## src/sbsp_top_fix_note_unused.sv

```systemverilog
// holds no logic; the block itself lives in sbsp_top.sv

```

## src/sbsp_pkg.sv

```systemverilog
// package with shared constants and types for the smbus target and status pin block
// assumes a 125 MHz system clock and a four-level pin decoder in front of every strap
package sbsp_pkg;

  // clock and bus rates
  localparam int CLK_FREQ_KHZ = 125000;
  localparam int SCL_MAX_KHZ  = 400;

  // data widths
  localparam int IDX_W  = 6;
  localparam int INT_N  = 7;
  localparam int PAGE_W = 3;

  // register offsets
  localparam logic [7:0] REG_MUTE     = 8'h03;
  localparam logic [7:0] REG_BOOST    = 8'h25;
  localparam logic [7:0] REG_PIN_CFG  = 8'h40;
  localparam logic [7:0] REG_INT_MASK = 8'h41;
  localparam logic [7:0] REG_INT_STAT = 8'h42;
  localparam logic [7:0] REG_PAGE     = 8'hFF;

  // register pages
  localparam logic [PAGE_W-1:0] PAGE_SHARE = 3'h0;
  localparam logic [PAGE_W-1:0] PAGE_CFGIO = 3'h5;

  // pin configuration fields
  localparam int PIN_MODE_LSB = 0;
  localparam int PIN_SRC_BIT  = 2;

  // values after reset
  localparam logic [PAGE_W-1:0] PAGE_RST    = 3'h0;
  localparam logic [IDX_W-1:0]  MUTE_RST    = 6'h00;
  localparam logic [2:0]        PIN_CFG_RST = 3'h0;
  localparam logic [INT_N-1:0]  MASK_RST    = 7'h00;
  localparam logic [INT_N-1:0]  STAT_RST    = 7'h00;

  // interrupt status bit positions
  localparam int INT_COAX_LOS_ON  = 0;
  localparam int INT_COAX_LOS_OFF = 1;
  localparam int INT_HOST_LOS_ON  = 2;
  localparam int INT_HOST_LOS_OFF = 3;
  localparam int INT_EYE_LOW      = 4;
  localparam int INT_LOCK_GAIN    = 5;
  localparam int INT_LOCK_LOSS    = 6;

  // target address and strap handling
  localparam logic [6:0] TARGET_ADDR_BASE = 7'h2D;
  localparam logic [1:0] STRAP_SETTLE_CYC = 2'h3;
  localparam logic [3:0] BYTE_BITS        = 4'h8;

  // four-level pin codes, ordered low, resistor, float, high
  typedef enum logic [1:0] {
    LVL_L = 2'b00,
    LVL_R = 2'b01,
    LVL_F = 2'b10,
    LVL_H = 2'b11
  } sbsp_level_e;

  typedef enum logic [1:0] {
    PIN_LOCK    = 2'b00,
    PIN_CARRIER = 2'b01,
    PIN_INT     = 2'b10
  } sbsp_pin_mode_e;

  typedef enum logic [3:0] {
    ST_IDLE     = 4'b0000,
    ST_ADDR     = 4'b0001,
    ST_ADDR_ACK = 4'b0010,
    ST_REGA     = 4'b0011,
    ST_REGA_ACK = 4'b0100,
    ST_WDAT     = 4'b0101,
    ST_WDAT_ACK = 4'b0110,
    ST_RDAT     = 4'b0111,
    ST_RDAT_ACK = 4'b1000
  } sbsp_state_e;

endpackage : sbsp_pkg

```

## src/sbsp_top.sv

```systemverilog
// smbus register target with the shared open-drain lock / carrier / interrupt pin
// assumes all pin inputs are asynchronous and bus clock is well below the system clock
`timescale 1ns/1ns
module sbsp_top
  import sbsp_pkg::*;
(
  input  wire logic                       CLK_I,
  input  wire logic                       RST_N_I,
  input  wire logic                       SCL_I,
  output logic                            SCL_O,
  output logic                            SCL_OE_N_O,
  input  wire logic                       SDA_I,
  output logic                            SDA_O,
  output logic                            SDA_OE_N_O,
  input  wire logic [1:0]                 MODE_SELECT_I,
  input  wire logic [1:0]                 ADDRESS_STRAP_MAJOR_I,
  input  wire logic [1:0]                 ADDRESS_STRAP_MINOR_I,
  input  wire logic                       RECLOCK_LOCK_I,
  input  wire logic                       BIDIR_COAX_PORT_CD_I,
  input  wire logic                       HOST_DIFF_INPUT_CD_I,
  input  wire logic                       ADAPT_DONE_I,
  input  wire logic                       CABLE_DRIVER_MODE_I,
  input  wire logic                       HORIZONTAL_EYE_OPENING_LOW_I,
  input  wire logic                       VERTICAL_EYE_OPENING_LOW_I,
  input  wire logic [sbsp_pkg::IDX_W-1:0] CABLE_EQ_BOOST_INDEX_I,
  output logic      [sbsp_pkg::IDX_W-1:0] MUTE_THRESHOLD_O,
  output logic                            SMBUS_SELECTED_O,
  output logic                            STATUS_PIN_O,
  output logic                            STATUS_PIN_OE_N_O
);
  import sbsp_pkg::*;

  localparam int SW = 21;

  logic [SW-1:0]    sync_raw;
  logic [SW-1:0]    sync_out;
  logic             scl_s;
  logic             sda_s;
  logic             lock_s;
  logic             coax_cd_s;
  logic             host_cd_s;
  logic             adapt_s;
  logic             cd_mode_s;
  logic             heo_s;
  logic             veo_s;
  logic [1:0]       maj_s;
  logic [1:0]       min_s;
  logic [1:0]       mode_s;
  logic [IDX_W-1:0] boost_s;

  // every pin passes two flops; the 125 MHz sampling resolves a 400 kHz bus clock
  assign sync_raw = {SCL_I, SDA_I, RECLOCK_LOCK_I, BIDIR_COAX_PORT_CD_I, HOST_DIFF_INPUT_CD_I,
                     ADAPT_DONE_I, CABLE_DRIVER_MODE_I, HORIZONTAL_EYE_OPENING_LOW_I,
                     VERTICAL_EYE_OPENING_LOW_I, ADDRESS_STRAP_MAJOR_I, ADDRESS_STRAP_MINOR_I,
                     MODE_SELECT_I, CABLE_EQ_BOOST_INDEX_I};

  sbsp_sync #(
    .WIDTH (SW)
  ) u_sync (
    .clk_i   (CLK_I),
    .rst_n_i (RST_N_I),
    .d_i     (sync_raw),
    .q_o     (sync_out)
  );

  assign {scl_s, sda_s, lock_s, coax_cd_s, host_cd_s, adapt_s, cd_mode_s, heo_s, veo_s,
          maj_s, min_s, mode_s, boost_s} = sync_out;

  // strap capture, once after reset release
  logic [1:0] strap_cnt_reg;
  logic [1:0] strap_cnt_next;
  logic       strap_done_reg;
  logic       strap_done_next;
  logic [6:0] target_addr_reg;
  logic [6:0] target_addr_next;
  logic       smbus_en_reg;
  logic       smbus_en_next;

  always_comb begin
    strap_cnt_next   = strap_cnt_reg;
    strap_done_next  = strap_done_reg;
    target_addr_next = target_addr_reg;
    smbus_en_next    = smbus_en_reg;
    if (!strap_done_reg) begin
      strap_cnt_next = strap_cnt_reg + 2'h1;
      if (strap_cnt_reg == STRAP_SETTLE_CYC) begin
        strap_done_next  = 1'b1;
        target_addr_next = TARGET_ADDR_BASE + {3'b000, maj_s, min_s};
        smbus_en_next    = (mode_s == LVL_L);
      end
    end
  end

  always_ff @(posedge CLK_I or negedge RST_N_I) begin
    if (!RST_N_I) begin
      strap_cnt_reg   <= 2'h0;
      strap_done_reg  <= 1'b0;
      target_addr_reg <= 7'h00;
      smbus_en_reg    <= 1'b0;
    end else begin
      strap_cnt_reg   <= strap_cnt_next;
      strap_done_reg  <= strap_done_next;
      target_addr_reg <= target_addr_next;
      smbus_en_reg    <= smbus_en_next;
    end
  end

  // bus line history and conditions
  logic scl_d_reg;
  logic sda_d_reg;
  logic scl_rise;
  logic scl_fall;
  logic bus_start;
  logic bus_stop;

  always_ff @(posedge CLK_I or negedge RST_N_I) begin
    if (!RST_N_I) begin
      scl_d_reg <= 1'b0;
      sda_d_reg <= 1'b0;
    end else begin
      scl_d_reg <= scl_s;
      sda_d_reg <= sda_s;
    end
  end

  assign scl_rise  = smbus_en_reg & scl_s & ~scl_d_reg;
  assign scl_fall  = smbus_en_reg & ~scl_s & scl_d_reg;
  assign bus_start = smbus_en_reg & scl_s & scl_d_reg & sda_d_reg & ~sda_s;
  assign bus_stop  = smbus_en_reg & scl_s & scl_d_reg & ~sda_d_reg & sda_s;

  // smbus target state machine
  sbsp_state_e state_reg;
  sbsp_state_e state_next;
  logic [3:0]  bitcnt_reg;
  logic [3:0]  bitcnt_next;
  logic [7:0]  shift_reg;
  logic [7:0]  shift_next;
  logic [7:0]  regptr_reg;
  logic [7:0]  regptr_next;
  logic        rw_reg;
  logic        rw_next;
  logic        sda_low_reg;
  logic        sda_low_next;
  logic        wr_stb;
  logic        rd_stb;
  logic [7:0]  rdata;

  always_comb begin
    state_next   = state_reg;
    bitcnt_next  = bitcnt_reg;
    shift_next   = shift_reg;
    regptr_next  = regptr_reg;
    rw_next      = rw_reg;
    sda_low_next = sda_low_reg;
    wr_stb       = 1'b0;
    rd_stb       = 1'b0;
    if (bus_stop) begin
      state_next   = ST_IDLE;
      sda_low_next = 1'b0;
    end else if (bus_start) begin
      state_next   = ST_ADDR;
      bitcnt_next  = 4'h0;
      sda_low_next = 1'b0;
    end else begin
      case (state_reg)
        ST_ADDR, ST_REGA, ST_WDAT: begin
          if (scl_rise) begin
            shift_next  = {shift_reg[6:0], sda_s};
            bitcnt_next = bitcnt_reg + 4'h1;
          end else if (scl_fall && bitcnt_reg == BYTE_BITS) begin
            bitcnt_next  = 4'h0;
            sda_low_next = 1'b1;
            if (state_reg == ST_ADDR) begin
              if (shift_reg[7:1] == target_addr_reg) begin
                state_next = ST_ADDR_ACK;
                rw_next    = shift_reg[0];
              end else begin
                state_next   = ST_IDLE;
                sda_low_next = 1'b0;
              end
            end else if (state_reg == ST_REGA) begin
              regptr_next = shift_reg;
              state_next  = ST_REGA_ACK;
            end else begin
              wr_stb     = 1'b1;
              state_next = ST_WDAT_ACK;
            end
          end
        end
        ST_ADDR_ACK: begin
          if (scl_fall) begin
            bitcnt_next = 4'h0;
            if (rw_reg) begin
              rd_stb       = 1'b1;
              shift_next   = rdata;
              sda_low_next = ~rdata[7];
              state_next   = ST_RDAT;
            end else begin
              sda_low_next = 1'b0;
              state_next   = ST_REGA;
            end
          end
        end
        ST_REGA_ACK, ST_WDAT_ACK: begin
          if (scl_fall) begin
            sda_low_next = 1'b0;
            state_next   = ST_WDAT;
          end
        end
        ST_RDAT: begin
          if (scl_rise) begin
            bitcnt_next = bitcnt_reg + 4'h1;
          end else if (scl_fall) begin
            if (bitcnt_reg == BYTE_BITS) begin
              bitcnt_next  = 4'h0;
              sda_low_next = 1'b0;
              state_next   = ST_RDAT_ACK;
            end else begin
              shift_next   = {shift_reg[6:0], 1'b0};
              sda_low_next = ~shift_reg[6];
            end
          end
        end
        ST_RDAT_ACK: begin
          // a high ninth bit ends the read; low asks for the same register again
          if (scl_rise && sda_s) begin
            state_next = ST_IDLE;
          end else if (scl_fall) begin
            rd_stb       = 1'b1;
            shift_next   = rdata;
            sda_low_next = ~rdata[7];
            state_next   = ST_RDAT;
          end
        end
        default: begin
          state_next   = ST_IDLE;
          sda_low_next = 1'b0;
        end
      endcase
    end
  end

  always_ff @(posedge CLK_I or negedge RST_N_I) begin
    if (!RST_N_I) begin
      state_reg   <= ST_IDLE;
      bitcnt_reg  <= 4'h0;
      shift_reg   <= 8'h00;
      regptr_reg  <= 8'h00;
      rw_reg      <= 1'b0;
      sda_low_reg <= 1'b0;
    end else begin
      state_reg   <= state_next;
      bitcnt_reg  <= bitcnt_next;
      shift_reg   <= shift_next;
      regptr_reg  <= regptr_next;
      rw_reg      <= rw_next;
      sda_low_reg <= sda_low_next;
    end
  end

  assign SDA_O      = 1'b0;
  assign SDA_OE_N_O = ~sda_low_reg;
  assign SCL_O      = 1'b0;
  assign SCL_OE_N_O = 1'b1;

  // register file
  logic [PAGE_W-1:0] page_reg;
  logic [PAGE_W-1:0] page_next;
  logic [IDX_W-1:0]  mute_reg;
  logic [IDX_W-1:0]  mute_next;
  logic [2:0]        pin_cfg_reg;
  logic [2:0]        pin_cfg_next;
  logic [INT_N-1:0]  mask_reg;
  logic [INT_N-1:0]  mask_next;
  logic [INT_N-1:0]  int_stat_reg;
  logic [INT_N-1:0]  int_stat_next;
  logic              stat_clr;

  always_comb begin
    page_next    = page_reg;
    mute_next    = mute_reg;
    pin_cfg_next = pin_cfg_reg;
    mask_next    = mask_reg;
    if (wr_stb) begin
      if (regptr_reg == REG_PAGE) begin
        page_next = shift_reg[PAGE_W-1:0];
      end else if (page_reg == PAGE_CFGIO && regptr_reg == REG_MUTE) begin
        mute_next = shift_reg[IDX_W-1:0];
      end else if (page_reg == PAGE_SHARE && regptr_reg == REG_PIN_CFG) begin
        pin_cfg_next = shift_reg[2:0];
      end else if (page_reg == PAGE_SHARE && regptr_reg == REG_INT_MASK) begin
        mask_next = shift_reg[INT_N-1:0];
      end
    end
  end

  always_comb begin
    rdata = 8'h00;
    if (regptr_reg == REG_PAGE) begin
      rdata = {5'h00, page_reg};
    end else if (page_reg == PAGE_CFGIO && regptr_reg == REG_MUTE) begin
      rdata = {2'h0, mute_reg};
    end else if (page_reg == PAGE_CFGIO && regptr_reg == REG_BOOST) begin
      rdata = {2'h0, boost_s};
    end else if (page_reg == PAGE_SHARE && regptr_reg == REG_PIN_CFG) begin
      rdata = {5'h00, pin_cfg_reg};
    end else if (page_reg == PAGE_SHARE && regptr_reg == REG_INT_MASK) begin
      rdata = {1'b0, mask_reg};
    end else if (page_reg == PAGE_SHARE && regptr_reg == REG_INT_STAT) begin
      rdata = {1'b0, int_stat_reg};
    end
  end

  assign stat_clr = rd_stb && page_reg == PAGE_SHARE && regptr_reg == REG_INT_STAT;

  always_ff @(posedge CLK_I or negedge RST_N_I) begin
    if (!RST_N_I) begin
      page_reg    <= PAGE_RST;
      mute_reg    <= MUTE_RST;
      pin_cfg_reg <= PIN_CFG_RST;
      mask_reg    <= MASK_RST;
    end else begin
      page_reg    <= page_next;
      mute_reg    <= mute_next;
      pin_cfg_reg <= pin_cfg_next;
      mask_reg    <= mask_next;
    end
  end

  assign MUTE_THRESHOLD_O = mute_reg;
  assign SMBUS_SELECTED_O = smbus_en_reg;

  // interrupt events and sticky status
  logic             lock_d_reg;
  logic             coax_d_reg;
  logic             host_d_reg;
  logic             eye_d_reg;
  logic             eye_low;
  logic [INT_N-1:0] events;

  assign eye_low = heo_s | veo_s;

  always_comb begin
    events                   = '0;
    events[INT_COAX_LOS_ON]  = ~cd_mode_s & coax_d_reg & ~coax_cd_s;
    events[INT_COAX_LOS_OFF] = ~cd_mode_s & ~coax_d_reg & coax_cd_s;
    events[INT_HOST_LOS_ON]  = cd_mode_s & host_d_reg & ~host_cd_s;
    events[INT_HOST_LOS_OFF] = cd_mode_s & ~host_d_reg & host_cd_s;
    events[INT_EYE_LOW]      = lock_s & eye_low & ~eye_d_reg;
    events[INT_LOCK_GAIN]    = lock_s & ~lock_d_reg;
    events[INT_LOCK_LOSS]    = ~lock_s & lock_d_reg;
    // a new event in the clearing cycle survives the clear
    int_stat_next = (stat_clr ? '0 : int_stat_reg) | events;
  end

  always_ff @(posedge CLK_I or negedge RST_N_I) begin
    if (!RST_N_I) begin
      lock_d_reg   <= 1'b0;
      coax_d_reg   <= 1'b0;
      host_d_reg   <= 1'b0;
      eye_d_reg    <= 1'b0;
      int_stat_reg <= STAT_RST;
    end else begin
      lock_d_reg   <= lock_s;
      coax_d_reg   <= coax_cd_s;
      host_d_reg   <= host_cd_s;
      eye_d_reg    <= eye_low;
      int_stat_reg <= int_stat_next;
    end
  end

  // shared status pin
  sbsp_pin_mode_e   pin_mode;
  logic             carrier_detect_flag;
  logic             pin_low_reg;
  logic             pin_low_next;

  assign pin_mode = sbsp_pin_mode_e'(pin_cfg_reg[PIN_MODE_LSB +: 2]);
  assign carrier_detect_flag = adapt_s & (pin_cfg_reg[PIN_SRC_BIT] ? host_cd_s : coax_cd_s);

  always_comb begin
    case (pin_mode)
      PIN_LOCK:    pin_low_next = lock_s;
      PIN_CARRIER: pin_low_next = carrier_detect_flag;
      PIN_INT:     pin_low_next = |(int_stat_reg & mask_reg);
      default:     pin_low_next = lock_s;
    endcase
  end

  always_ff @(posedge CLK_I or negedge RST_N_I) begin
    if (!RST_N_I) begin
      pin_low_reg <= 1'b0;
    end else begin
      pin_low_reg <= pin_low_next;
    end
  end

  assign STATUS_PIN_O      = 1'b0;
  assign STATUS_PIN_OE_N_O = ~pin_low_reg;
endmodule : sbsp_top

```

## src/sbsp_sync.sv

```systemverilog
// two flip-flop synchroniser for a vector of quasi-static or slow inputs
// assumes each bit is sampled on its own; multi-bit values must be stable around a read
`timescale 1ns/1ns
module sbsp_sync #(
  parameter int WIDTH = 1
) (
  input  wire logic             clk_i,
  input  wire logic             rst_n_i,
  input  wire logic [WIDTH-1:0] d_i,
  output logic      [WIDTH-1:0] q_o
);
  logic [WIDTH-1:0] stage1_reg;
  logic [WIDTH-1:0] stage2_reg;

  always_ff @(posedge clk_i or negedge rst_n_i) begin
    if (!rst_n_i) begin
      stage1_reg <= '0;
      stage2_reg <= '0;
    end else begin
      stage1_reg <= d_i;
      stage2_reg <= stage1_reg;
    end
  end

  assign q_o = stage2_reg;
endmodule : sbsp_sync

```

## config.mk

```make
export PLATFORM = sky130hd
export DESIGN_NAME = sbsp_top
export DESIGN_NICKNAME = d
export VERILOG_FILES = /design/src/sbsp_top_fix_note_unused.sv /design/src/sbsp_pkg.sv /design/src/sbsp_top.sv /design/src/sbsp_sync.sv
export SDC_FILE = /design/constraint.sdc
export NUM_CORES = 1
export LEC_CHECK = 0
export BUFFER_PORTS_ARGS = -buffer_cell sky130_fd_sc_hd__buf_2
export CAP_MARGIN = 20
export CORE_ASPECT_RATIO = 0.8
export CORE_MARGIN = 3
export CORE_UTILIZATION = 45
export CTS_BUF_LIST = sky130_fd_sc_hd__clkbuf_8
export CTS_CLUSTER_SIZE = 16
export DETAILED_ROUTE_END_ITERATION = 6
export GPL_ROUTABILITY_DRIVEN = 0
export SLEW_MARGIN = 0
export SYNTH_ARGS = -nofsm -noshare
export SYNTH_HDL_FRONTEND = slang
export SYNTH_SLANG_ARGS = --single-unit
```

## constraint.sdc

```tcl
create_clock -name CLK_I -period 2.2 [get_ports CLK_I]
set_input_delay 0.44 -clock CLK_I [delete_from_list [all_inputs] [get_ports CLK_I]]
set_output_delay 0.44 -clock CLK_I [all_outputs]
set_load 0.02 [all_outputs]
```

==> results.ini, run 1 <==
[outcome]
status=finished with violations
violations=negative setup slack

[critical_path]
endpoint=mask_reg[0]
r2r_slack_ps=-20
arrival_ps=2490
critPathLaunchType=register
cp.required_ps=2470
r2r.worst_path.cells=6
r2r_end=mask_reg[0]
cp-startpoint=page_reg[2]
rr_startpoint=page_reg[2]
end_kind=register
crit_path_max_fanout=7
critPathKind=reg -> reg

[floorplan]
placementRows=33
die_area_um2=11950
core_um2=10320
ios=36
die_y_um=98.40
start_util_pct=46.52
die_x_um=121.5

[global_route]
grt_pass1_vias=3300
overflow=0
grt_usage_pct=18.81
grt_pass1_wl_um=17370
antenna_found_initial=0
grt_max_degree=74

[hold_path]
min_path_type=in -> async

[power]
vdd_drop_max_uv=709.8
pwr-share-clk_pct=24.7
powerDensity_nw_per_um2=879.5
totalPowerFinal_w=0.004919
seqPwrFrac_pct=48.5
combPwrFrac_pct=26.8
p_switching_w=0.001592
internal_power_w=0.003327
power.leakage_nw=2.506
netSwitchingFraction_pct=32.37

[drt]
ant_nets=0
drt_iter0_markers=253
via_count=3344
wire_per_inst_um=17.36
drc_errors=0
vias_per_cell=5.527
first_pass_iters=5
wirelength_um=10510

[timing]
slew_headroom_pct=64.93
drv_slew=0
period_share_pct=100.8
rsz0062_at_grt=yes
setup_viol=8
hold_viol_final=0
fin_ws_ps=-17.52
fin_worst_skew_ps=10.11
fmax_mhz=451.0
layout_min_cycle_time_ps=2218
worst_pin_slew_ps=518.7

[clocking]
postCtsHoldBufs=0
cts-resized-gates=0
htreeDepth=3
clock_sinks=111
clk_latency_ps=380
clockBufferDepth=2
clk_pin_slew_ps=100
postCtsSetupBuffers=0
cts_buffers=9
cts_tree=built
cts-root-buf=clkbuf_8

[logic_synthesis]
ys_top_cells_by_area=dfrtp_1, mux2_2, nand2_1
synth.distinct_cells=63
synth.largest_area_cell=dfrtp_1
ys_seq_elements=111
ys_async_sr_fraction_pct=100.0
synth_edf_count=0
ys_seq_area_share_pct=57.84
syn_avg_cell_area_um2=12.16
synthFlopType=dfrtp_1
yosysTopAreaCellShare_pct=57.84
syn_area_um2=4802
ys_warn_count=0
synth_cells=395

[final_layout]
final_cells=605
postLayoutCoreUtil_pct=54.18
syn2layout_area_growth_pct=16.47
antenna_cells=0
fillers=913
final_nets=489
final_cell_area_um2=5593
layout-drive-gt1-share_pct=29.03

[placed_design]
place_hpwl_um=7582
port_buffers=31
placed_area_um2=5378
dpl.cell_count=589

[run]
cap_violations=0

worst max-delay path, stage by stage, from the launching register on:
cell and delay [ps]:
dfrtp_1 470, nor4b_1 490, and3_1 300, nand4_1 140, nor3b_2 180, buf_4 190, mux2_2 340
cells by family (layout without fill, tap and decap cells):
family,count (synthesis),after routing,synth area share (%)
fa+ha+maj,6,6,1.563
compound gates,90,90,13.57
mux,42,42,9.745
other cells,2,4,0.1564
flops,111,111,57.84
buf+inv,26,94,2.527
simple gates,107,107,12.58
xor+xnor,11,11,2.006
cells in the final DEF (no fill, tap or decap), drive strengths merged, types with 4 or more instances in the layout:
cell and n:
a2bb2oi 4, mux2i 4, o21ai 15, nor2b 6
xor2 8, or2 4, o2bb2ai 5, nand2 24
and3 4, a21oi 15, nand3 17, o22ai 4
inv 12, a22o 4, dfrtp 111, ha 6
a211oi 5, mux2 38, buf 69, conb 4
clkbuf 11, o221ai 5, o31ai 4, a22oi 5
nor2 19
synth_stat cells, drive strengths merged, types with 3 or more instances:
cell type	number
a211oi	5
a21oi	15
a221oi	3
a22o	4
a22oi	5
a2bb2oi	4
a32o	3
a32oi	3
and2	3
and3	4
and3b	3
buf	11
clkbuf	6
dfrtp	111
ha	6
inv	9
mux2	38
mux2i	4
nand2	24
nand3	17
nand3b	3
nor2	19
nor2b	6
nor3	3
o21ai	15
o221ai	5
o22ai	4
o2bb2ai	5
o31ai	4
o32ai	3
or2	4
xnor2	3
xor2	8
power groups by stage:
stage,registers [W],clock network [W],logic [W]
after floorplan,0.00235,0,0.000813
after global placement,0.00242,0,0.00127
after detailed placement,0.00242,0,0.00127
after CTS,0.00238,0.00125,0.00128
after global routing,0.00241,0.00135,0.00144
final,0.00238,0.00121,0.00132
worst min-delay path by stage:
| stage | to | cells after the start | startpoint |
|---|---|---|---|
| 2_1_floorplan | MUTE_THRESHOLD_O[0] | 0 | RST_N_I |
| 3_3_place_gp | u_sync.q_o[8] | 0 | u_sync.stage1_reg[8] |
| 3_5_place_dp | u_sync.q_o[0] | 0 | u_sync.stage1_reg[0] |
| 4_1_cts | pin_cfg_reg[2] | 2 | RST_N_I |
| 5_1_grt | shift_reg[7] | 2 | RST_N_I |
| 6_report | pin_cfg_reg[2] | 2 | RST_N_I |
final cells by class:
cell class / count / area [µm²] / area share [%]
multi-input cells: 260 / 1928 / 34.47
clock inverters: 5 / 46.29 / 0.8277
inverters: 9 / 33.78 / 0.6040
flip-flops and latches: 111 / 2778 / 49.66
repair buffers: 69 / 480.5 / 8.591
clock buffers: 11 / 151.4 / 2.707
well taps: 140 / 175.2 / 3.132
layer usage:
metal  up-vias  track usage [%]  share of wire [%]  wire [µm]
li1       1582                -                  -          -
met1      1640            28.66                 50       5219
met2       115            26.75                 43       4549
met3         7            5.327                6.3        663
met4         0            4.393               0.69         73
met5         -                0                  0          0
stage by stage:
step / TNS, ps / setup slack (ps) / hold WS [ps]
after floorplan: 0 / 114.8 / 144.4
after global placement: 0 / 91.23 / 333.0
after detailed placement: 0 / 59.68 / 334.7
after CTS: 0 / 32.41 / 24.34
after global routing: -965.0 / -87.48 / 30.37
final: -88.48 / -17.52 / 28.11
Power figures use the tool's default switching activity.
==> inputs of run 2 (changes only) <==
--- a/config.mk
+++ b/config.mk
@@ -9,11 +9,12 @@
 export CAP_MARGIN = 20
 export CORE_ASPECT_RATIO = 0.8
 export CORE_MARGIN = 3
-export CORE_UTILIZATION = 45
+export CORE_UTILIZATION = 55
 export CTS_BUF_LIST = sky130_fd_sc_hd__clkbuf_8
 export CTS_CLUSTER_SIZE = 16
 export DETAILED_ROUTE_END_ITERATION = 6
 export GPL_ROUTABILITY_DRIVEN = 0
+export PLACE_DENSITY = 0.74
 export SLEW_MARGIN = 0
 export SYNTH_ARGS = -nofsm -noshare
 export SYNTH_HDL_FRONTEND = slang
==> run 2 against run 1 <==
Net effect:
- the flow now finishes without violations
- critical endpoint is now sda_low_reg
- clock power decreased by 5%
- register-to-register slack better by 130 ps
- flip-flop and latch count stayed put
- fmax up 6.3%
- worst hold slack improved by 130 ps
- non-clock buffer count rose by 2
- largest power group unchanged
- combinational power hardly changed
- via count is 2.4% higher
- setup slack improved by 130 ps
- power shrank 1.9%
- clock-buffer cell count is 2 lower
- global-route usage up 2.8 points
==> results.ini, run 2 (synthesis results as in run 1) <==
[final_layout]
final_common_cell=dfrtp_1
final_nets=491  ; +0.41%
antenna_cells=0  ; unchanged
mostFrequentLayoutCells=dfrtp_1, buf_4, mux2_2, buf_2, nand2_1
syn2layout_area_growth_pct=15.42
final_cell_area_um2=5543  ; -0.89%
final_cells=575  ; -5.0%
layout-drive-gt1-share_pct=29.76  ; +0.73 points

[critical_path]
cp.required_ps=2500  ; +30 ps
critical_path.cell_chain=xor2_1, or4_4, or4b_4, a41o_1, mux2i_1
end_kind=register
critPathLaunchType=register
r2r_slack_ps=110  ; +130 ps
crit_path_max_fanout=2  ; -5
arrival_ps=2380  ; -110 ps
critPathSlowestCell=or4b_4
critical-path-max-stage-delay_ps=540  ; +50 ps
critPathKind=reg -> reg

[timing]
slew_headroom_pct=63.60  ; -1.3 points
period_share_pct=94.80  ; -6.0 points
worst_pin_slew_ps=538.4  ; +19.65 ps
finalSetupTns_ps=0  ; +88.48 ps
fmax_mhz=479.5  ; +6.3%
hold_ws_ps=162.7  ; +134.6 ps
drv_slew=0  ; unchanged
hold_viol_final=0  ; unchanged
fin_worst_skew_ps=16.29  ; +6.185 ps
setup_viol=0  ; -8
layout_min_cycle_time_ps=2086  ; -132.0 ps

[global_route]
grt_max_degree=46  ; -38%
grt_pass1_vias=3275  ; -0.76%
grt_pass1_wl_um=16750  ; -3.6%
grt_usage_pct=21.62  ; +2.8 points
antenna_found_initial=0  ; unchanged
overflow=0  ; unchanged

[clocking]
cts_buffers=9  ; unchanged
htreeDepth=3  ; unchanged
clock_sinks=111  ; unchanged
cts-root-buf=clkbuf_8
clk_latency_ps=370  ; about the same
cts_tree=built
clk_pin_slew_ps=110  ; about the same
clockBufferDepth=2  ; unchanged

[drt]
drt_iter0_markers=255  ; +0.79%
wire_per_inst_um=17.56  ; +1.2%
via_count=3425  ; +2.4%
wirelength_um=10100  ; -3.9%
vias_per_cell=5.957  ; +7.8%
ant_nets=0  ; unchanged
drc_errors=0  ; unchanged
first_pass_iters=6  ; +1

[floorplan]
die_y_um=89.58  ; -9.0%
die_area_um2=9895  ; -17%
die_x_um=110.5  ; -9.1%
ios=36  ; unchanged
core_um2=8200  ; -21%
placementRows=29  ; -12%
start_util_pct=58.56  ; +12 points

[placed_design]
port_buffers=31  ; unchanged
placed_area_um2=5298  ; -1.5%
place_hpwl_um=7303  ; -3.7%
dpl.cell_count=555  ; -5.8%

[hold_path]
min_path_type=in -> reg

[power]
powerDensity_nw_per_um2=870.7  ; -1.0%
vdd_drop_max_uv=539.0  ; -24%
power.leakage_nw=2.513  ; +0.27%

[run]
cap_violations=0  ; unchanged

[outcome]
status=completed

[run 2: cell count changes in the layout (fill, tap and decap cells not counted), sizes merged]
| cell | delta |
|---|---|
| clkinv | +4 |
| clkbuf | -2 |
| clkinvlp | -2 |
| buf | +1 |
| dlygate4sd3 | +1 |
[run 2: path summary, 6_finish.rpt]
kind | end | depth (start not counted) | start
min | u_sync.stage1_reg[19] | 1 | SDA_I
min in group asynchronous | u_sync.q_o[20] | 2 | RST_N_I
min reg2reg | u_sync.q_o[6] | 0 | u_sync.stage1_reg[6]
max reg2reg | sda_low_reg | 5 | shift_reg[4]
max in group asynchronous | u_sync.q_o[4] | 3 | RST_N_I
max | sda_low_reg | 5 | shift_reg[4]
[run 2: critical path, delay by kind of cell (launching register included)]
family	cells	cell delay (ps)
compound gates	1	260
simple gates	2	1060
xor+xnor	1	170
mux	1	130
flops	1	400
[run 2: layout make-up]
type | count | area, µm²
Inverter | 9 | 33.78
Fill cell | 592 | 2658
Clock buffer | 9 | 123.9
Multi-Input combinational cell | 260 | 1928
Tap cell | 108 | 135.1
Sequential cell | 111 | 2780
Clock inverter | 7 | 68.82
Timing Repair Buffer | 71 | 473.0
[run 2: report_power, final]
part	leakage (nW)	total, W	internal [W]	switching (W)
combinational	1.06	0.00132	0.000625	0.000694
sequential	1.35	0.00236	0.00221	0.000149
clock	0.101	0.00115	0.000440	0.000712
[run 2: per-layer routing]
layer / GRT usage (%) / share of wire (%)
met5: 0 / 0
met4: 6.264 / 0.99
met3: 5.760 / 7.5
met2: 31.17 / 43
met1: 32.59 / 49
[run 2: stage by stage]
| stage | total power (W) | util (%) | worst slack (ps) |
|---|---|---|---|
| final | 0.004826 | 67.59 | 114.5 |
| after floorplan | 0.003166 | - | 114.8 |
| after global routing | 0.005114 | 67.59 | -25.59 |
| after detailed placement | 0.003646 | 64.60 | 105.3 |
| after global placement | 0.003635 | 64.60 | 145.9 |
| after CTS | 0.004815 | 67.07 | 36.23 |
[run 2: what timing repair did]
action,4_1_cts,5_1_grt
hold endpoints to repair,6,0
setup endpoints to repair,0,20
resized for setup,0,7
hold buffers,1,0
buffers inserted,0,3
